===== src/rtl/cse_pkg.sv =====
`default_nettype none
package cse_pkg;
  // widths
  localparam int DATA_W = 8;
  localparam int PC_W = 15;
  localparam int LATCH_W = 7;
  localparam int FADDR_W = 7;
  localparam int OP_W = 4;
  localparam int APB_AW = 8;
  localparam int APB_DW = 32;
  localparam int STACK_DEPTH = 16;
  // register byte addresses
  localparam logic [APB_AW-1:0] ADDR_INSTR = 8'h00;
  localparam logic [APB_AW-1:0] ADDR_WORK = 8'h04;
  localparam logic [APB_AW-1:0] ADDR_STATUS = 8'h08;
  localparam logic [APB_AW-1:0] ADDR_LATCH = 8'h0C;
  localparam logic [APB_AW-1:0] ADDR_PC = 8'h10;
  localparam logic [APB_AW-1:0] ADDR_STACK = 8'h14;
  // instruction word fields
  localparam int INSTR_OP_LSB = 0;
  localparam int INSTR_F_LSB = 8;
  localparam int INSTR_D_BIT = 16;
  // status word bits
  localparam int STS_Z_BIT = 0;
  localparam int STS_PD_BIT = 1;
  localparam int STS_TO_BIT = 2;
  localparam int STS_BUSY_BIT = 3;
  localparam int STS_SKIP_BIT = 4;
  // stack word field
  localparam int STK_CNT_LSB = 16;
  // reset values and fixed data
  localparam logic [DATA_W-1:0] WORK_RST = 8'h00;
  localparam logic [PC_W-1:0] PC_RST = 15'h0000;
  localparam logic [LATCH_W-1:0] LATCH_RST = 7'h00;
  localparam logic Z_RST = 1'b0;
  localparam logic FLAG_N_RST = 1'b1;
  localparam logic [DATA_W-1:0] DATA_ZERO = 8'h00;
  localparam logic [DATA_W-1:0] DATA_ONE = 8'h01;
  localparam logic [PC_W-1:0] PC_STEP = 15'h0001;
  // instruction codes, numbered from zero in this order
  typedef enum logic [OP_W-1:0] {
    op_nop, watchdog_clear_op, call_via_work_reg_op, complement_file_op,
    clear_file_op, decrement_file_op, clear_work_reg_op, decrement_skip_zero_op
  } cse_op_e;
  // sequencer states
  typedef enum logic [1:0] {st_idle, st_read, st_exec, st_second} cse_state_e;
  // issued instruction
  typedef struct packed {
    logic dest;
    logic [FADDR_W-1:0] faddr;
    cse_op_e op;
  } cse_instr_s;
  // datapath verdict
  typedef struct packed {
    logic [DATA_W-1:0] result;
    logic wr_file;
    logic wr_work;
    logic upd_z;
    logic zero;
    logic skip;
  } cse_alu_s;
  // request to the data register file
  typedef struct packed {
    logic [FADDR_W-1:0] addr;
    logic [DATA_W-1:0] wdata;
    logic we;
  } cse_file_req_s;
endpackage
`default_nettype wire


===== src/rtl/cse_core_exec.sv =====
// Function
// - watchdog clear zeroes counter and prescaler together
// - watchdog clear sets timeout and powerdown flags
// - call via work pushes pc plus one first
// - call loads pc from latch and work
// - call via work: two cycles, flags untouched
// - complement inverts file register, updates zero
// - dest zero to work, one to file
// - clear file writes zero, sets zero flag
// - clear work writes zero, sets zero flag
// - decrement file by one, updates zero
// - decrement-skip writes result, flags untouched
// - zero result discards next instruction as nop
`timescale 1ns/1ps
`default_nettype none
module cse_core_exec #(
  parameter int STACK_DEPTH = cse_pkg::STACK_DEPTH
) (
  // clock and reset
  input wire logic pclk,
  input wire logic presetn,
  // apb slave
  input wire logic [cse_pkg::APB_AW-1:0] paddr,
  input wire logic psel,
  input wire logic penable,
  input wire logic pwrite,
  input wire logic [cse_pkg::APB_DW-1:0] pwdata,
  output logic pready,
  output logic [cse_pkg::APB_DW-1:0] prdata,
  output logic pslverr,
  // data register file
  output cse_pkg::cse_file_req_s file_req,
  input wire logic [cse_pkg::DATA_W-1:0] file_rdata,
  // watchdog clears
  output logic watchdog_counter_clr,
  output logic watchdog_prescaler_clr
);
  import cse_pkg::*;
  localparam int SW = $clog2(STACK_DEPTH) + 1;

  cse_state_e state_q; // sequencer state
  cse_instr_s instr_q; // instruction in flight
  logic discard_q; // instruction in flight is skipped
  logic skip_q; // next issued instruction is skipped
  logic [DATA_W-1:0] opnd_q; // file register operand
  logic [DATA_W-1:0] work_q; // working register
  logic zero_q; // zero flag
  logic timeout_flag_n_q; // timeout flag, active low
  logic powerdown_flag_n_q; // powerdown flag, active low
  logic [LATCH_W-1:0] pc_high_latch_q; // pc high latch
  logic [PC_W-1:0] pc_q; // address of current instruction
  cse_file_req_s file_req_q; // file register request
  logic wdt_clr_q; // watchdog clear pulse
  logic [APB_DW-1:0] prdata_q; // read data
  cse_alu_s alu_o; // datapath verdict
  logic stk_push; // push return address
  logic [PC_W-1:0] stack_top; // top of return stack
  logic [SW-1:0] stk_cnt; // stack fill
  logic [APB_DW-1:0] rd_val; // read mux
  logic addr_ok; // mapped address
  logic is_instr; // instruction register hit
  logic acc; // access phase
  logic wr_en; // write completes this edge
  logic issue; // instruction accepted this edge
  logic exec_live; // non-discarded execute cycle
  logic is_call; // call via work in execute

  // apb decode
  assign is_instr = (paddr == ADDR_INSTR);
  assign addr_ok = is_instr || paddr == ADDR_WORK || paddr == ADDR_STATUS
    || paddr == ADDR_LATCH || paddr == ADDR_PC || paddr == ADDR_STACK;
  assign acc = psel && penable;
  // an instruction write waits until the sequencer is idle
  assign pready = !(psel && pwrite && is_instr && state_q != st_idle);
  assign pslverr = acc && !addr_ok;
  assign wr_en = acc && pready && pwrite && addr_ok;
  assign issue = wr_en && is_instr;
  assign exec_live = (state_q == st_exec) && !discard_q;
  assign is_call = exec_live && instr_q.op == call_via_work_reg_op;

  // datapath
  cse_alu u_alu (
    .op(instr_q.op),
    .dest(instr_q.dest),
    .fdata(opnd_q),
    .res(alu_o)
  );

  // return stack, pushed during the execute cycle
  assign stk_push = is_call;
  cse_ret_stack #(.DEPTH(STACK_DEPTH), .WIDTH(PC_W)) u_stack (
    .pclk(pclk),
    .presetn(presetn),
    .push(stk_push),
    .push_data(PC_W'(pc_q + PC_STEP)),
    .top(stack_top),
    .count(stk_cnt)
  );

  // sequencer: accept, read operand, execute, second call cycle
  always_ff @(posedge pclk or negedge presetn) begin
    if (!presetn) begin
      state_q <= st_idle;
      instr_q <= '0;
      discard_q <= 1'b0;
    end else begin
      case (state_q)
        st_idle: begin
          if (issue) begin
            instr_q.op <= cse_op_e'(pwdata[INSTR_OP_LSB +: OP_W]);
            instr_q.faddr <= pwdata[INSTR_F_LSB +: FADDR_W];
            instr_q.dest <= pwdata[INSTR_D_BIT];
            discard_q <= skip_q;
            state_q <= st_read;
          end
        end
        st_read: begin
          state_q <= st_exec;
        end
        st_exec: begin
          // call takes a second cycle
          state_q <= is_call ? st_second : st_idle;
        end
        st_second: begin
          state_q <= st_idle;
        end
        default: begin
          state_q <= st_idle;
        end
      endcase
    end
  end

  // operand capture in the read cycle
  always_ff @(posedge pclk or negedge presetn) begin
    if (!presetn) begin
      opnd_q <= DATA_ZERO;
    end else if (state_q == st_read) begin
      opnd_q <= file_rdata;
    end
  end

  // skip request: set by a zero decrement-skip result, consumed by next issue
  always_ff @(posedge pclk or negedge presetn) begin
    if (!presetn) begin
      skip_q <= 1'b0;
    end else if (exec_live && alu_o.skip) begin
      skip_q <= 1'b1;
    end else if (issue) begin
      skip_q <= 1'b0;
    end
  end

  // file register request, write pulse after execute
  always_ff @(posedge pclk or negedge presetn) begin
    if (!presetn) begin
      file_req_q <= '0;
    end else begin
      if (issue) begin
        file_req_q.addr <= pwdata[INSTR_F_LSB +: FADDR_W];
      end
      file_req_q.we <= exec_live && alu_o.wr_file;
      if (exec_live && alu_o.wr_file) begin
        file_req_q.wdata <= alu_o.result;
      end
    end
  end

  // working register, execute wins over software
  always_ff @(posedge pclk or negedge presetn) begin
    if (!presetn) begin
      work_q <= WORK_RST;
    end else if (exec_live && alu_o.wr_work) begin
      work_q <= alu_o.result;
    end else if (wr_en && paddr == ADDR_WORK) begin
      work_q <= pwdata[DATA_W-1:0];
    end
  end

  // zero flag, execute wins over software
  always_ff @(posedge pclk or negedge presetn) begin
    if (!presetn) begin
      zero_q <= Z_RST;
    end else if (exec_live && alu_o.upd_z) begin
      zero_q <= alu_o.zero;
    end else if (wr_en && paddr == ADDR_STATUS) begin
      zero_q <= pwdata[STS_Z_BIT];
    end
  end

  // timeout and powerdown flags
  always_ff @(posedge pclk or negedge presetn) begin
    if (!presetn) begin
      timeout_flag_n_q <= FLAG_N_RST;
      powerdown_flag_n_q <= FLAG_N_RST;
    end else if (exec_live && instr_q.op == watchdog_clear_op) begin
      timeout_flag_n_q <= 1'b1;
      powerdown_flag_n_q <= 1'b1;
    end else if (wr_en && paddr == ADDR_STATUS) begin
      timeout_flag_n_q <= pwdata[STS_TO_BIT];
      powerdown_flag_n_q <= pwdata[STS_PD_BIT];
    end
  end

  // watchdog clear strobe drives both clears
  always_ff @(posedge pclk or negedge presetn) begin
    if (!presetn) begin
      wdt_clr_q <= 1'b0;
    end else begin
      wdt_clr_q <= exec_live && instr_q.op == watchdog_clear_op;
    end
  end

  // pc high latch, software only
  always_ff @(posedge pclk or negedge presetn) begin
    if (!presetn) begin
      pc_high_latch_q <= LATCH_RST;
    end else if (wr_en && paddr == ADDR_LATCH) begin
      pc_high_latch_q <= pwdata[LATCH_W-1:0];
    end
  end

  // program counter: step, or branch in the second call cycle
  always_ff @(posedge pclk or negedge presetn) begin
    if (!presetn) begin
      pc_q <= PC_RST;
    end else if (state_q == st_second) begin
      pc_q <= {pc_high_latch_q, work_q};
    end else if (state_q == st_exec && !is_call) begin
      pc_q <= PC_W'(pc_q + PC_STEP);
    end else if (wr_en && paddr == ADDR_PC) begin
      pc_q <= pwdata[PC_W-1:0];
    end
  end

  // read mux
  always_comb begin
    rd_val = '0;
    case (paddr)
      ADDR_INSTR: begin
        rd_val[INSTR_OP_LSB +: OP_W] = instr_q.op;
        rd_val[INSTR_F_LSB +: FADDR_W] = instr_q.faddr;
        rd_val[INSTR_D_BIT] = instr_q.dest;
      end
      ADDR_WORK: rd_val[DATA_W-1:0] = work_q;
      ADDR_STATUS: begin
        rd_val[STS_Z_BIT] = zero_q;
        rd_val[STS_PD_BIT] = powerdown_flag_n_q;
        rd_val[STS_TO_BIT] = timeout_flag_n_q;
        rd_val[STS_BUSY_BIT] = (state_q != st_idle);
        rd_val[STS_SKIP_BIT] = skip_q;
      end
      ADDR_LATCH: rd_val[LATCH_W-1:0] = pc_high_latch_q;
      ADDR_PC: rd_val[PC_W-1:0] = pc_q;
      ADDR_STACK: begin
        rd_val[PC_W-1:0] = stack_top;
        rd_val[STK_CNT_LSB +: SW] = stk_cnt;
      end
      default: rd_val = '0;
    endcase
  end

  // read data captured in the setup cycle
  always_ff @(posedge pclk or negedge presetn) begin
    if (!presetn) begin
      prdata_q <= '0;
    end else if (psel && !penable && !pwrite) begin
      prdata_q <= rd_val;
    end
  end

  assign prdata = prdata_q;
  assign file_req = file_req_q;
  assign watchdog_counter_clr = wdt_clr_q;
  assign watchdog_prescaler_clr = wdt_clr_q;

  // checks
  a_wdt_clear_pair: assert property (
    @(posedge pclk) disable iff (!presetn)
    (exec_live && instr_q.op == watchdog_clear_op)
      |=> watchdog_counter_clr && watchdog_prescaler_clr ##1 !watchdog_counter_clr)
    else $error("watchdog clears not a joint pulse");
  a_wdt_flags_set: assert property (
    @(posedge pclk) disable iff (!presetn)
    (exec_live && instr_q.op == watchdog_clear_op)
      |=> timeout_flag_n_q && powerdown_flag_n_q && $stable(zero_q))
    else $error("watchdog clear flags wrong");
  a_call_push_first: assert property (
    @(posedge pclk) disable iff (!presetn)
    is_call |=> stack_top == PC_W'($past(pc_q) + PC_STEP) && $stable(pc_q))
    else $error("return address not pushed before branch");
  a_call_target: assert property (
    @(posedge pclk) disable iff (!presetn)
    is_call |-> ##2 pc_q == {$past(pc_high_latch_q), $past(work_q)})
    else $error("call target wrong");
  a_call_two_cycle: assert property (
    @(posedge pclk) disable iff (!presetn)
    (is_call && !(wr_en && paddr == ADDR_STATUS))
      |=> state_q == st_second && $stable(zero_q) && $stable(timeout_flag_n_q)
      ##1 state_q == st_idle)
    else $error("call timing or flags wrong");
  a_comp_to_file: assert property (
    @(posedge pclk) disable iff (!presetn)
    (exec_live && instr_q.op == complement_file_op && instr_q.dest)
      |=> file_req.we && file_req.wdata == ~$past(opnd_q)
      && zero_q == (~$past(opnd_q) == DATA_ZERO))
    else $error("complement result wrong");
  a_dest_to_work: assert property (
    @(posedge pclk) disable iff (!presetn)
    (exec_live && !instr_q.dest && (instr_q.op == complement_file_op
      || instr_q.op == decrement_file_op || instr_q.op == decrement_skip_zero_op))
      |=> !file_req.we && work_q == $past(alu_o.result))
    else $error("destination routing wrong");
  a_clear_file: assert property (
    @(posedge pclk) disable iff (!presetn)
    (exec_live && instr_q.op == clear_file_op)
      |=> file_req.we && file_req.wdata == DATA_ZERO && zero_q)
    else $error("clear file wrong");
  a_clear_work: assert property (
    @(posedge pclk) disable iff (!presetn)
    (exec_live && instr_q.op == clear_work_reg_op) |=> work_q == DATA_ZERO && zero_q)
    else $error("clear work wrong");
  a_dec_zero_flag: assert property (
    @(posedge pclk) disable iff (!presetn)
    (exec_live && instr_q.op == decrement_file_op)
      |=> zero_q == ($past(opnd_q) == DATA_ONE))
    else $error("decrement zero flag wrong");
  a_dskip_no_flags: assert property (
    @(posedge pclk) disable iff (!presetn)
    (exec_live && instr_q.op == decrement_skip_zero_op && !(wr_en && paddr == ADDR_STATUS))
      |=> $stable(zero_q) && $stable(timeout_flag_n_q) && $stable(powerdown_flag_n_q))
    else $error("decrement skip touched flags");
  a_dskip_skips: assert property (
    @(posedge pclk) disable iff (!presetn)
    (exec_live && instr_q.op == decrement_skip_zero_op)
      |=> skip_q == ($past(opnd_q) == DATA_ONE))
    else $error("skip decision wrong");
  a_dec_wraps: assert property (
    @(posedge pclk) disable iff (!presetn)
    (exec_live && instr_q.op == decrement_file_op && instr_q.dest && opnd_q == DATA_ZERO)
      |=> file_req.wdata == ~DATA_ZERO)
    else $error("decrement of zero did not wrap");
endmodule
`default_nettype wire


===== src/rtl/cse_alu.sv =====
`timescale 1ns/1ps
`default_nettype none
module cse_alu (
  // instruction and operands
  input wire cse_pkg::cse_op_e op,
  input wire logic dest,
  input wire logic [cse_pkg::DATA_W-1:0] fdata,
  // verdict
  output cse_pkg::cse_alu_s res
);
  import cse_pkg::*;

  // result, destination and flag effect per instruction
  always_comb begin
    res = '0;
    case (op)
      complement_file_op: begin
        res.result = ~fdata;
        res.upd_z = 1'b1;
        res.wr_file = dest;
        res.wr_work = ~dest;
      end
      clear_file_op: begin
        res.result = DATA_ZERO;
        res.upd_z = 1'b1;
        res.wr_file = 1'b1;
      end
      decrement_file_op: begin
        res.result = DATA_W'(fdata - DATA_ONE);
        res.upd_z = 1'b1;
        res.wr_file = dest;
        res.wr_work = ~dest;
      end
      clear_work_reg_op: begin
        res.result = DATA_ZERO;
        res.upd_z = 1'b1;
        res.wr_work = 1'b1;
      end
      decrement_skip_zero_op: begin
        res.result = DATA_W'(fdata - DATA_ONE);
        res.wr_file = dest;
        res.wr_work = ~dest;
        res.skip = (DATA_W'(fdata - DATA_ONE) == DATA_ZERO);
      end
      default: begin
        res.result = DATA_ZERO;
      end
    endcase
    // zero follows the eight-bit result
    res.zero = (res.result == DATA_ZERO);
  end
endmodule
`default_nettype wire


===== src/rtl/cse_ret_stack.sv =====
`timescale 1ns/1ps
`default_nettype none
module cse_ret_stack #(
  parameter int DEPTH = cse_pkg::STACK_DEPTH,
  parameter int WIDTH = cse_pkg::PC_W
) (
  // clock and reset
  input wire logic pclk,
  input wire logic presetn,
  // push side
  input wire logic push,
  input wire logic [WIDTH-1:0] push_data,
  // view of the top entry
  output logic [WIDTH-1:0] top,
  output logic [$clog2(DEPTH):0] count
);
  import cse_pkg::*;
  localparam int PW = $clog2(DEPTH);
  localparam logic [PW-1:0] LAST = PW'(DEPTH - 1);

  logic [WIDTH-1:0] mem_q [DEPTH]; // return addresses
  logic [PW-1:0] ptr_q; // next free slot, wraps like a ring
  logic [PW:0] cnt_q; // filled entries, saturating
  logic [PW-1:0] prev; // slot of the top entry

  // entry storage, no reset needed
  always_ff @(posedge pclk) begin
    if (push) begin
      mem_q[ptr_q] <= push_data;
    end
  end

  // write pointer, overflow overwrites the oldest
  always_ff @(posedge pclk or negedge presetn) begin
    if (!presetn) begin
      ptr_q <= '0;
    end else if (push) begin
      ptr_q <= (ptr_q == LAST) ? '0 : PW'(ptr_q + 1'b1);
    end
  end

  // fill count
  always_ff @(posedge pclk or negedge presetn) begin
    if (!presetn) begin
      cnt_q <= '0;
    end else if (push && cnt_q != (PW+1)'(DEPTH)) begin
      cnt_q <= (PW+1)'(cnt_q + 1'b1);
    end
  end

  assign prev = (ptr_q == '0) ? LAST : PW'(ptr_q - 1'b1);
  // empty stack shows zero
  assign top = (cnt_q == '0) ? '0 : mem_q[prev];
  assign count = cnt_q;
endmodule
`default_nettype wire


===== config.mk =====
export PLATFORM = sky130hd
export DESIGN_NAME = cse_core_exec
export DESIGN_NICKNAME = d
export VERILOG_FILES = /design/src/rtl/cse_pkg.sv /design/src/rtl/cse_core_exec.sv /design/src/rtl/cse_alu.sv /design/src/rtl/cse_ret_stack.sv
export SDC_FILE = /design/constraint.sdc
export NUM_CORES = 1
export LEC_CHECK = 0
export BUFFER_PORTS_ARGS = -buffer_cell sky130_fd_sc_hd__clkbuf_2
export CAP_MARGIN = 10
export CELL_PAD_IN_SITES_DETAIL_PLACEMENT = 1
export CELL_PAD_IN_SITES_GLOBAL_PLACEMENT = 1
export CORE_MARGIN = 8
export CORE_UTILIZATION = 51
export DETAILED_ROUTE_END_ITERATION = 7
export GPL_TIMING_DRIVEN = 0
export PLACE_DENSITY = 0.85
export SETUP_SLACK_MARGIN = 0.1
export SYNTH_ARGS = -nofsm -noshare
export SYNTH_HDL_FRONTEND = slang
export SYNTH_HIERARCHICAL = 1
export SYNTH_SLANG_ARGS = --single-unit

===== constraint.sdc =====
create_clock -name pclk -period 4.4 [get_ports pclk]
set_input_delay 0 -clock pclk [delete_from_list [all_inputs] [get_ports pclk]]
set_output_delay 0 -clock pclk [all_outputs]
set_load 0.05 [all_outputs]

## Yosys cells after proc, flatten, opt, wreduce, memory -nomap -nowiden

Memory sizes are Yosys's and may differ from the RTL's.
Index checks and enable logic that the tools add are counted.

| storage, ports and cells | value |
|---|---|
| output and inout bits | 52 |
| latch bits | 0 |
| ROM bits | 0 |
| word-level logic and storage cells | 130 |
| input bits | 53 |
| memories kept | 1 |
| register bits after elaboration | 103 |
| RAM bits | 240 |

| cells by class | value |
|---|---|
| mux-type cells | 33 |
| eq/ne operators | 18 |
| add/subtract/negate cells | 5 |
| bitwise gates (word level) | 2 |
| divide/modulo/power cells | 0 |
| shifts and indexed selects | 0 |
| reductions and logical operators | 51 |
| multiply operators | 0 |
| magnitude comparators | 0 |

Memory list:

| memory | depth | width | read ports | clocked after Yosys merged registers in | write ports | RTL line | RTL |
|---|---|---|---|---|---|---|---|
| u_stack.mem_q | 16 | 15 | 1 | 0 | 1 | cse_ret_stack.sv:21 | `logic [WIDTH-1:0] mem_q [DEPTH];` |

Operators by type and width:

| kind | number |
|---|---|
| 2-to-1 mux 15 bit | 4 |
| logical AND 1 bit | 24 |
| logical NOT 8 bit | 3 |
| one-hot mux 4 bit (6 select lines) | 1 |
| one-hot mux 7 bit (3 select lines) | 1 |
| == test 4 x 3 -> 1 bit, second input constant | 4 |
| == test 8 x 4 -> 1 bit, second input constant | 2 |
| == test 8 x 5 -> 1 bit, second input constant | 2 |
| 2-to-1 mux 8 bit | 2 |
| one-hot mux 2 bit (4 select lines) | 2 |
| one-hot mux 8 bit (2 select lines) | 1 |
| adder 15 x 1 -> 15 bit, second input constant | 1 |
| 2-to-1 mux 1 bit | 12 |
| 2-to-1 mux 4 bit | 3 |
| nonzero test 2 bit | 5 |
| == test 4 x 2 -> 1 bit, second input constant | 2 |
| == test 8 x 3 -> 1 bit, second input constant | 1 |
| inverter 8 bit | 1 |
| subtractor 8 x 1 -> 8 bit, second input constant | 1 |
| logical NOT 1 bit | 6 |
| one-hot mux 1 bit (2 select lines) | 3 |
| adder 5 x 1 -> 5 bit, second input constant | 1 |
| logical NOT 5 bit | 1 |
| logical OR 1 bit | 5 |
| other kinds (19) | 21 |

## Depth between registers and ports, before layout

Gate-level depths: netlist (run 1).

| logic depth | value |
|---|---|
| word-level depth | 11 |
| mapped depth | 14 |
| gate-level depth less buffers | 9 |

## Cells and area by module

Netlist (run 1), hierarchy kept.

Modules (own cells, without submodules):

| module | cells each | times used | area each (sq um) | sequential area each (sq um) |
|---|---|---|---|---|
| cse_ret_stack | 470 | 1 | 9,853.2 | 7,432.1 |
| cse_core_exec | 448 | 1 | 4,879.7 | 2,354.8 |
| cse_alu | 75 | 1 | 486.7 | 0.0 |

## Least setup slack after synthesis (run 1)

No wires, ideal clock.

| timing | value |
|---|---|
| path kind | reg2reg |
| start point | reg u_stack.ptr_q[0] |
| end point | reg prdata_q[1], in the netlist prdata[1] |
| arrival time | 3.135 ns |
| buffers on the path | 6 |
| setup time | 0.134 ns |
| data required time | 4.266 ns |
| period minus slack after synthesis | 3.269 ns |
| slack | 1.131 ns |
| cell stages (with the launch flop) | 14 |
| cells stage by stage | dfrtp_1 buf_6 buf_2 buf_2 inv_1 ha_1 buf_2 buf_2 buf_1 mux4_2 mux2i_1 a211oi_1 a222oi_1 a21oi_1 |

| on the way | value |
|---|---|
| longest elaborated chain between the ends | 5 |
| elaborated cells between the ends (all ways) | 6 |
| those cells by class | add/sub: 1; mux: 3; reduce/logical: 1; memory: 1 |

Ends and longest elaborated chain:

| item | RTL line | RTL |
|---|---|---|
| start: declaration | cse_ret_stack.sv:22 | `logic [PW-1:0] ptr_q;` |
| start signal: assignment | cse_ret_stack.sv:38 | `ptr_q <= (ptr_q == LAST) ? '0 : PW'(ptr_q + 1'b1);` |
| subtractor 4 x 1 -> 4 bit or logical NOT 4 bit (tied branches) | cse_ret_stack.sv:51 | `assign prev = (ptr_q == '0) ? LAST : PW'(ptr_q - 1'b1);` |
| 2-to-1 mux 4 bit (*) | cse_ret_stack.sv:51 |  |
| memory (16 x 15 bit) (*) | n/a |  |
| 2-to-1 mux 15 bit (*) | cse_ret_stack.sv:53 | `assign top = (cnt_q == '0) ? '0 : mem_q[prev];` |
| named net stack_top[1] | cse_core_exec.sv:57 | `logic [PC_W-1:0] stack_top;` |
| one-hot mux 4 bit (6 select lines) (*) | cse_core_exec.sv:239 | `case (paddr)` |
| end signal: assignment | cse_core_exec.sv:268 | `prdata_q <= rd_val;` |
| end: declaration | cse_core_exec.sv:54 | `logic [APB_DW-1:0] prdata_q;` |

Mark *: on every way through the listed nets, which the timed path passes. The rest lies on a longest branch.
A chain may end at the register's enable or synchronous reset.

## Worst setup path in the final report (run 1)

| timing | value |
|---|---|
| start point | reg u_stack.ptr_q[0] |
| end point | reg prdata_q[13], in the netlist prdata[13] |

| on the way | value |
|---|---|
| longest elaborated chain between the ends | 5 |
| elaborated cells between the ends (all ways) | 6 |
| those cells by class | add/sub: 1; mux: 3; reduce/logical: 1; memory: 1 |

Ends and longest elaborated chain:

| item | RTL line |
|---|---|
| subtractor 4 x 1 -> 4 bit or logical NOT 4 bit (tied branches) | cse_ret_stack.sv:51 |
| 2-to-1 mux 4 bit (*) | cse_ret_stack.sv:51 |
| memory (16 x 15 bit) (*) | n/a |
| 2-to-1 mux 15 bit (*) | cse_ret_stack.sv:53 |
| named net stack_top[13] | cse_core_exec.sv:57 |
| one-hot mux 7 bit (3 select lines) (*) | cse_core_exec.sv:239 |

Marks and branches as above.

==> metrics.cfg, run 1 <==
[timing]
worst_pin_slew_ns = 1.26
setup_viol = 0
fin_ws_ns = 0.195
relSlewSlack_pct = 16.0
timing.final.crit_share_pct = 95.6
fmax_mhz = 238
skew_ns = 0.0469
maxSlewViolCount = 0
fin_crit_ns = 4.20
hold_viol_final = 0
rsz0062_at_grt = true

[floorplan]
die_h_um = 189
row_count = 63
ioPinCount = 105
start_util_pct = 51.6
core-area_um2 = 29500
die_w_um = 189
die-area_um2 = 35600

[synthesis]
synth_cell_type_count = 78
synth-xor-area-share_pct = 1.27
synthMuxAreaShare_pct = 14.8
yosys.area_share.adder_pct = 0.822
ys_ff_latch = 343
synth_top_family_by_area = multiplexers
synthArstFlopShare_pct = 30.0
ys_seq_area_share_pct = 64.3
syn_area_um2 = 15200
ys.flop_type = edfxtp_1
syn_inst = 993
synth_top_area_cell = edfxtp_1
yosys-top-cells-area = edfxtp_1 47%, dfrtp_1 17%, mux4_2 8.3%
yosys.area_share.simple_pct = 7.83
avgSynthCellArea_um2 = 15.3
synth.top_cell.area_share_pct = 47.4
ys_warn_count = 6
synth_compound_area_share_pct = 7.93
synth-edff-count = 240

[final_layout]
layout.nets = 1224
final_cell_mix = 240 x edfxtp_1, 101 x dfrtp_1, 78 x clkbuf_2
antenna_cells = 0
layoutNonFillerInstCount = 1579
areaGrowthSynthToFinish_pct = 17.9
layout_commonest_cell = edfxtp_1
drive_gt1_share_pct = 30.1

[global_route]
antenna_found_initial = 1
grt_use_total_pct = 25.6
grt_overflow = 0
grt_max_degree = 104
grt_pass1_wl_mm = 69.2
grt_pass1_vias = 10900

[drt]
vias = 10300
wl_met2_mm = 21.6
route.top_layer_used = met5
ant_nets = 0
met3_length_mm = 4.43
wl_per_cell_um = 29.1
drc_errors = 3
wl_met1_mm = 17.6
routed_wl_mm = 45.9
dr.pass1.iters = 8
vias_per_cell = 6.53
drtIter0Drc = 1279

[setup_path]
path_cells = buf_6, clkbuf_4, buf_4, inv_1, ha_1, buf_2, clkbuf_4, mux4_2, nor2b_1, a211oi_1, a211oi_1, a222oi_1, o21ai_0
rrSetupSlack_ns = 0.20
worst-path-max-fanout = 10
cp_slowest_cell = a222oi_1
start_kind = flip-flop
cpLargestDelayFamily = buffers and inverters
worstReg2RegStart = u_stack/ptr_q[0]
crit_required_ns = 4.78
crit_buf_inv = 6
path_class = flip-flop to flip-flop
end_kind = flip-flop
max_stage_delay_ns = 0.62
startpoint = u_stack/ptr_q[0]
worstPathArrival_ns = 4.58

[cts]
htree_levels = 2
clk_pin_slew_ns = 0.06
cts-root-buf = clkbuf_16
clk-insertion-delay-late_ns = 0.55
cts_setup_buffers = 0
cts_tree = built
numCtsBuffers = 38
cts_sinks = 343
cts_max_path_buffers = 3

[power]
ir_drop_mv = 0.373
switching_share_pct = 21.3
p_leak_nw = 6.54
comb_power_share_pct = 3.0
seqPwrFrac_pct = 50.9
p_per_area_nw_per_um2 = 378
p_int_w = 0.00534
power.switching_w = 0.00144
clkPwrFrac_pct = 46.1

[placement]
numPlacedInstances = 1482
globalplace.congestion = 0.880
dpl.hpwl_mm = 29.2
io_buffer_count = 75
pre_cts_slack_ns = -0.376

[status]
status = complete, but fails checks
violations = design-rule violations

[job]
max_cap_violations = 0

[worst_hold_path]
min_path_type = primary input to flip-flop
hp-start = paddr[4]

## power groups by stage
stage	registers [W]	logic (W)	clock network (W)
final	0.00345	0.000202	0.00313
after global routing	0.00345	0.000217	0.00327
after CTS	0.00345	0.000200	0.00315
after detailed placement	0.00351	0.000180	0
after global placement	0.00351	0.000175	0
after floorplan	0.00354	0.0000842	0
## synth_stat cells, types with 14 or more instances
master	instances
inv_1	19
buf_2	17
nor2_1	58
nand3_1	24
a222oi_1	14
mux4_2	56
buf_4	17
edfxtp_1	240
mux2_2	57
dfrtp_1	101
a211oi_1	28
nand2_1	59
mux2i_1	19
clkbuf_1	25
o21ai_0	37
a21oi_1	20
## layout make-up
cell class | count | area (µm²)
fill | 2724 | 11500
sequential | 343 | 9790
multi-input combinational | 573 | 5130
clock buffer | 61 | 1140
timing repair buffer | 117 | 831
tap | 390 | 488
buffer | 69 | 415
clock inverter | 7 | 81.3
inverter | 19 | 71.3
## layer usage
metal	vias to the layer above	GRT usage, %
met4	2	12.2
met3	177	6.06
met2	649	41.0
met1	5288	32.6
li1	4191	-
met5	-	0
## cells by family after synthesis
logic type	after synthesis
muxes	141
buffers and inverters	88
adders and majority gates	10
DFF	343
xor gates and xnor gates	22
other	1
and+or+nand+nor	226
AOI/OAI and AO/OA	162
## worst reg2reg max path: stages, from the launching register on
cell and delay [ns]:
dfrtp_1 0.40, buf_6 0.18, clkbuf_4 0.29, buf_4 0.29, inv_1 0.17, ha_1 0.32, buf_2 0.24, clkbuf_4 0.30
mux4_2 0.32, nor2b_1 0.16, a211oi_1 0.43, a211oi_1 0.16, a222oi_1 0.62, o21ai_0 0.17
## final timing paths
kind,end,cells past startpoint
max,prdata[13],13
min,prdata[6],5
max reg2reg,prdata[13],13
min reg2reg,prdata[19],2
max in group asynchronous,file_req[10],2
min in group asynchronous,file_req[7],2
## flip-flops by register name, indices dropped and copies added (netlist names)
| register | cells |
|---|---|
| state_q | 2 |
| u_stack/count | 5 |
| watchdog_counter_clr | 1 |
| prdata | 20 |
| pc_high_latch_q | 7 |
| pc_q | 15 |
| u_stack/ptr_q | 4 |
| skip_q | 1 |
| opnd_q | 8 |
| file_req | 16 |
| instr_q | 12 |
| u_stack/mem_q | 240 |
| powerdown_flag_n_q | 1 |
| work_q | 8 |
| zero_q | 1 |
| discard_q | 1 |
| timeout_flag_n_q | 1 |
## metrics by stage
stage | power [W] | instance area [µm²] | setup TNS, ns | hold WS (ns) | utilization, %
CTS | 0.00680 | 17900 | 0 | 0.00106 | 60.6
global placement | 0.00369 | 16100 | -10.07 | 0.231 | 54.7
floorplan | 0.00362 | 15300 | 0 | -0.296 | -
global route | 0.00694 | 17900 | 0 | 0.0527 | 60.9
finish | 0.00678 | 17900 | 0 | 0.0192 | 60.9
detailed placement | 0.00369 | 16400 | -3.69 | 0.176 | 55.5
## what timing repair did
action	CTS	global route
hold endpoints to repair	155	0
setup endpoints to repair	15	10
pin swaps	0	3
resized for setup	11	8
gates cloned	0	0
hold buffers	26	0
Power figures use the tool's default switching activity.
==> run 2, diff against run 1 <==
--- a/config.mk
+++ b/config.mk
@@ -11,8 +11,8 @@
 export CELL_PAD_IN_SITES_GLOBAL_PLACEMENT = 1
 export CORE_MARGIN = 8
 export CORE_UTILIZATION = 51
+export CTS_CLUSTER_SIZE = 10
 export DETAILED_ROUTE_END_ITERATION = 7
-export GPL_TIMING_DRIVEN = 0
 export PLACE_DENSITY = 0.85
 export SETUP_SLACK_MARGIN = 0.1
 export SYNTH_ARGS = -nofsm -noshare
==> run 2 against run 1 <==
The run now ends clean. Final area fell by 2.1%. Count of clock-buffer cells in the layout rose by 10. Clock power about the same. Utilization down 1.3 points. Sequential power about the same. Die area did not move. Sequential share of layout area rose by 1.2 points. Maximum frequency grew 21%. Total power decreased by 0.16%. Largest cell class unchanged. Highest routed layer unchanged.
==> metrics.cfg, run 2 (same netlist as run 1, synthesis figures left out) <==
[cts]
clk_pin_slew_ns = 0.06  ; about the same
cts_setup_buffers = 0  ; unchanged
htree_levels = 2  ; unchanged
clk-insertion-delay-late_ns = 0.54  ; was 0.55 ns
numCtsBuffers = 41  ; was 38
cts_max_path_buffers = 3  ; unchanged
cts_tree = built  ; unchanged
postCtsResizedCells = 0  ; was 11
cts-root-buf = clkbuf_16  ; unchanged
cts_sinks = 343  ; unchanged

[setup_path]
rrSetupSlack_ns = 0.93  ; was 0.20 ns
crit_required_ns = 4.80  ; was 4.78 ns
r2r_cells = 9  ; was 13
worst-path-max-fanout = 34  ; was 10
worstPathArrival_ns = 3.87  ; was 4.58 ns
end_kind = flip-flop  ; unchanged
start_kind = flip-flop  ; unchanged
path_class = flip-flop to flip-flop  ; unchanged

[drt]
ant_nets = 0  ; unchanged
drtIter0Drc = 1055  ; was 1279
routed_wl_mm = 42.0  ; was 45.9 mm
vias = 9719  ; was 10300
dr.pass1.iters = 7  ; was 8
drc_errors = 0  ; was 3
wl_per_cell_um = 27.3  ; was 29.1 µm
vias_per_cell = 6.32  ; was 6.53

[final_layout]
drive_gt1_share_pct = 26.9  ; was 30.1%
fillers = 2779  ; was 2724
antenna_cells = 0  ; unchanged
layout_commonest_cell = edfxtp_1  ; unchanged
layout.nets = 1179  ; was 1224
multiInputGateArea_um2 = 5060  ; was 5130 µm²
top_register = u_stack/mem_q  ; unchanged
register_area_um2 = 9790  ; about the same
largest_reg_flops = 240  ; unchanged
areaGrowthSynthToFinish_pct = 15.4  ; was 17.9%
final_cell_mix = 240 x edfxtp_1, 100 x dfrtp_1, 75 x clkbuf_2  ; was 240 x edfxtp_1, 101 x dfrtp_1, 78 x clkbuf_2

[global_route]
grt_overflow = 0  ; unchanged
grt_pass1_wl_mm = 64.2  ; was 69.2 mm
antenna_found_initial = 1  ; unchanged
grt_max_degree = 70  ; was 104
grt_pass1_vias = 10300  ; was 10900
grt_use_total_pct = 23.6  ; was 25.6%

[power]
totalPowerFinal_w = 0.00677  ; was 0.00678 W
p_leak_nw = 6.36  ; was 6.54 nW
p_per_area_nw_per_um2 = 385  ; was 378 nW/µm²
ir_drop_mv = 0.335  ; was 0.373 mV

[job]
max_cap_violations = 0  ; unchanged

[floorplan]
die_h_um = 189  ; unchanged
ioPinCount = 105  ; unchanged
core-area_um2 = 29500  ; unchanged
row_count = 63  ; unchanged
die_w_um = 189  ; unchanged
die-area_um2 = 35600  ; unchanged
start_util_pct = 51.6  ; unchanged

[timing]
setup_tns_ns = 0  ; unchanged
setup_viol = 0  ; unchanged
skew_ns = 0.0143  ; was 0.0469 ns
fmax_mhz = 288  ; was 238 MHz
worst_pin_slew_ns = 1.19  ; was 1.26 ns
timing.final.crit_share_pct = 78.9  ; was 95.6%
hold_viol_final = 0  ; unchanged
hold_ws_ns = 0.0669  ; was 0.0192 ns
maxSlewViolCount = 0  ; unchanged
rsz0062_at_grt = false  ; was true
relSlewSlack_pct = 20.6  ; was 16.0%
fin_crit_ns = 3.47  ; was 4.20 ns

[worst_hold_path]
min_path_cells = 3  ; was 5
min_path_type = primary input to flip-flop  ; unchanged

[placement]
globalplace.congestion = 0.865  ; was 0.880
io_buffer_count = 76  ; was 75
dpl.hpwl_mm = 26.5  ; was 29.2 mm

[status]
status = finished, final reports clean  ; was complete, but fails checks

[run 2: cell types whose count changed in the layout (fill, tap and decap cells not counted), sizes merged]
cell and change:
buf -19, clkbuf -18, clkinv -5, inv +2, bufinv -1, clkdlybuf4s18 -1
[run 2: routing by layer]
metal	global-route usage, %	routed length, µm	vias up
met5	0	10	-
li1	-	-	4106
met1	31.1	17200	5073
met2	39.1	20800	445
met3	4.20	2860	93
met4	7.85	1220	2
[run 2: metrics by stage]
| step | instances | setup WS, ns | utilization (%) | instance area (µm²) |
|---|---|---|---|---|
| after floorplan | 1004 | 1.13 | - | 15300 |
| after global placement | 1432 | 1.17 | 54.4 | 16000 |
| after detailed placement | 1432 | 0.986 | 54.4 | 16000 |
| after CTS | 1532 | 0.960 | 59.4 | 17500 |
| after global routing | 1537 | 0.767 | 59.6 | 17600 |
| final | 1537 | 0.927 | 59.6 | 17600 |
[run 2: final cells by class]
class,count,share of cell area [%]
Clock inverter,3,0.256
Sequential cell,343,55.7
Inverter,19,0.406
Tap cell,390,2.78
Multi-Input combinational cell,573,28.8
Clock buffer,71,6.72
Timing Repair Buffer,138,5.31
[run 2: path summary, 6_finish.rpt]
path	endpoint	start
max	prdata[6]	u_stack/ptr_q[1]
min	prdata[0]	paddr[3]
max reg2reg	prdata[6]	u_stack/ptr_q[1]
min reg2reg	prdata[20]	prdata[20]
max in group asynchronous	file_req[14]	presetn
min in group asynchronous	file_req[5]	presetn
[run 2: where the power goes]
part           total [W]  internal [W]  switching, W
clock network    0.00313       0.00182       0.00131
registers        0.00345       0.00344     0.0000146
logic           0.000189     0.0000584      0.000130
[run 2: critical path, cell delays in order, from the launching register on]
cell and delay [ns]:
dfrtp_1 0.46, inv_1 0.14, ha_2 0.75, buf_12 0.30
mux4_2 0.33, and2b_1 0.18, a211oi_1 0.32, a211oi_1 0.16
a221oi_1 0.53, o21ai_0 0.14
[run 2: repair_timing]
item,in CTS,in global routing
hold buffers,26,0
setup endpoints to repair,0,0
endpoints found under the hold margin,123,0
==> run 3, diff against run 2 <==
--- a/config.mk
+++ b/config.mk
@@ -10,10 +10,10 @@
 export CELL_PAD_IN_SITES_DETAIL_PLACEMENT = 1
 export CELL_PAD_IN_SITES_GLOBAL_PLACEMENT = 1
 export CORE_MARGIN = 8
-export CORE_UTILIZATION = 51
+export CORE_UTILIZATION = 46
 export CTS_CLUSTER_SIZE = 10
 export DETAILED_ROUTE_END_ITERATION = 7
-export PLACE_DENSITY = 0.85
+export PLACE_DENSITY = 0.82
 export SETUP_SLACK_MARGIN = 0.1
 export SYNTH_ARGS = -nofsm -noshare
 export SYNTH_HDL_FRONTEND = slang
==> constraint.sdc (replaced) <==
create_clock -name pclk -period 2.9 [get_ports pclk]
set_input_delay 0 -clock pclk [delete_from_list [all_inputs] [get_ports pclk]]
set_output_delay 0 -clock pclk [all_outputs]
set_load 0.05 [all_outputs]
==> run 3 against run 2 <==
Critical path depth up 1. Total power up 49%. Final area increased by 3.7%. Setup slack lost 0.81 ns. Global-route usage rose by 0.39 points. Count of clock-buffer cells in the layout fell by 9. Combinational power grew 56%. Sequential share of layout area is 2.0 points lower. Highest routed layer unchanged.
==> metrics.cfg, run 3 (same netlist as run 1, synthesis figures left out) <==
[status]
status = finished, final reports clean  ; unchanged

[drt]
dr.pass1.iters = 7  ; unchanged
drtIter0Drc = 1051  ; was 1055
vias_per_cell = 6.22  ; was 6.32
ant_nets = 0  ; unchanged
vias = 10100  ; was 9719
drc_errors = 0  ; unchanged
wl_per_cell_um = 28.6  ; was 27.3 µm
routed_wl_mm = 46.5  ; was 42.0 mm

[final_layout]
top_register = u_stack/mem_q  ; unchanged
antenna_cells = 0  ; unchanged
fin_area_um2 = 18200  ; was 17600 µm²
layout_commonest_cell = edfxtp_1  ; unchanged
drive_gt1_share_pct = 30.5  ; was 26.9%
largest_reg_flops = 240  ; unchanged
layout.nets = 1225  ; was 1179
areaGrowthSynthToFinish_pct = 19.7  ; was 15.4%
final_cell_mix = 240 x edfxtp_1, 100 x dfrtp_1, 75 x clkbuf_2  ; unchanged

[worst_hold_path]
min_path_type = primary input to flip-flop  ; unchanged

[timing]
maxSlewViolCount = 0  ; unchanged
setup_viol = 0  ; unchanged
hold_ws_ns = 0.0475  ; was 0.0669 ns
fin_crit_ns = 2.79  ; was 3.47 ns
fmax_mhz = 359  ; was 288 MHz
timing.final.crit_share_pct = 96.0  ; was 78.9%
setup_tns_ns = 0  ; unchanged
skew_ns = 0.0224  ; was 0.0143 ns
hold_viol_final = 0  ; unchanged
relSlewSlack_pct = 20.6  ; about the same
worst_pin_slew_ns = 1.19  ; about the same
rsz0062_at_grt = true  ; was false

[setup_path]
end_kind = flip-flop  ; unchanged
crit_required_ns = 3.30  ; was 4.80 ns
crit_top_cell = a211oi_1  ; unchanged
cpLargestDelayFamily = compound AO/OA/AOI/OAI gates  ; unchanged
cp_slowest_cell = dfrtp_4  ; was ha_2
path_class = flip-flop to flip-flop  ; unchanged
worstPathArrival_ns = 3.19  ; was 3.87 ns
path_cells = inv_1, ha_4, buf_8, buf_4, mux4_2, nor2b_1, a211oi_1, a211oi_1, a222oi_1, o21ai_0  ; was inv_1, ha_2, buf_12, mux4_2, and2b_1, a211oi_1, a211oi_1, a221oi_1, o21ai_0
start_kind = flip-flop  ; unchanged
crit_buf_inv = 3  ; was 2
worst-path-max-fanout = 8  ; was 34
max_stage_delay_ns = 0.45  ; was 0.75 ns

[cts]
numCtsBuffers = 40  ; was 41
clk_pin_slew_ns = 0.06  ; about the same
clk-insertion-delay-late_ns = 0.54  ; about the same
htree_levels = 2  ; unchanged
cts-root-buf = clkbuf_16  ; unchanged
cts_max_path_buffers = 3  ; unchanged
cts_tree = built  ; unchanged
cts_sinks = 343  ; unchanged

[floorplan]
ioPinCount = 105  ; unchanged
start_util_pct = 46.8  ; was 51.6%
die_w_um = 198  ; was 189 µm
die-area_um2 = 39200  ; was 35600 µm²
die_h_um = 198  ; was 189 µm
row_count = 66  ; was 63
core-area_um2 = 32500  ; was 29500 µm²

[power]
totalPowerFinal_w = 0.0101  ; was 0.00677 W
switching_share_pct = 21.4  ; about the same
ir_drop_mv = 0.621  ; was 0.335 mV
p_per_area_nw_per_um2 = 554  ; was 385 nW/µm²
power.switching_w = 0.00216  ; was 0.00145 W
p_int_w = 0.00795  ; was 0.00532 W
p_leak_nw = 6.64  ; was 6.36 nW
clkPwrFrac_pct = 45.2  ; was 46.2%
seqPwrFrac_pct = 51.9  ; was 51.0%
comb_power_share_pct = 2.9  ; was 2.8%

[global_route]
grt_overflow = 0  ; unchanged
grt_pass1_vias = 11000  ; was 10300
grt_use_total_pct = 24.0  ; was 23.6%
grt_max_degree = 54  ; was 70
grt_pass1_wl_mm = 70.3  ; was 64.2 mm
antenna_found_initial = 1  ; unchanged

[placement]
dpl.hpwl_mm = 28.9  ; was 26.5 mm
io_buffer_count = 76  ; unchanged
globalplace.congestion = 0.883  ; was 0.865
placed_cell_area_um2 = 16700  ; was 16000 µm²

[job]
max_cap_violations = 0  ; unchanged

run 3: path summary, 6_finish.rpt:
check / cells past startpoint / slack, ns / start / to
min: 5 / 0.05 / paddr[4] / prdata[18]
min reg2reg: 2 / 0.46 / prdata[19] / prdata[19]
max in group asynchronous: 3 / 1.99 / presetn / file_req[15]
min in group asynchronous: 2 / 0.08 / presetn / prdata[10]
max: 10 / 0.11 / u_stack/ptr_q[0] / prdata[9]
max reg2reg: 10 / 0.11 / u_stack/ptr_q[0] / prdata[9]
run 3: final cells by class:
| type | count | area (µm²) |
|---|---|---|
| Timing Repair Buffer | 185 | 1530 |
| Inverter | 19 | 71.3 |
| Sequential cell | 343 | 9790 |
| Multi-Input combinational cell | 573 | 5120 |
| Fill cell | 3125 | 14300 |
| Tap cell | 442 | 553 |
| Clock inverter | 2 | 46.3 |
| Clock buffer | 62 | 1110 |
run 3: tightest hold or removal path, cell delays in order:
cell      delay (ns)
clkbuf_2        0.18
inv_1           0.13
nor4_2          0.08
nand3_1         0.08
nand2_1         0.05
run 3: timing repair:
action	in CTS	in global routing
buffers inserted	0	4
pin swaps	0	4
hold buffers	26	0
resized for setup	3	19
endpoints found under the hold margin	110	0
endpoints found under the setup margin	11	29
run 3: per-layer routing:
layer	routed length [µm]	GRT usage, %
met5	12	0
met4	1840	10.8
met3	4030	4.86
met2	22900	40.0
met1	17700	30.0
run 3: power by group through the flow:
stage               clock [W]  sequential, W  combinational [W]
global placement            0        0.00533           0.000252
global route          0.00479        0.00524           0.000316
CTS                   0.00463        0.00524           0.000290
detailed placement          0        0.00533           0.000259
floorplan                   0        0.00537           0.000128
finish                0.00457        0.00524           0.000294
run 3: stage by stage:
stage	worst slack [ns]	utilization, %	std cells
after CTS	0.0391	55.6	1621
after global placement	0.0193	51.2	1531
after floorplan	0.118	-	1004
after global routing	0.0311	56.0	1626
after detailed placement	-0.0160	51.2	1531
final	0.115	56.0	1626
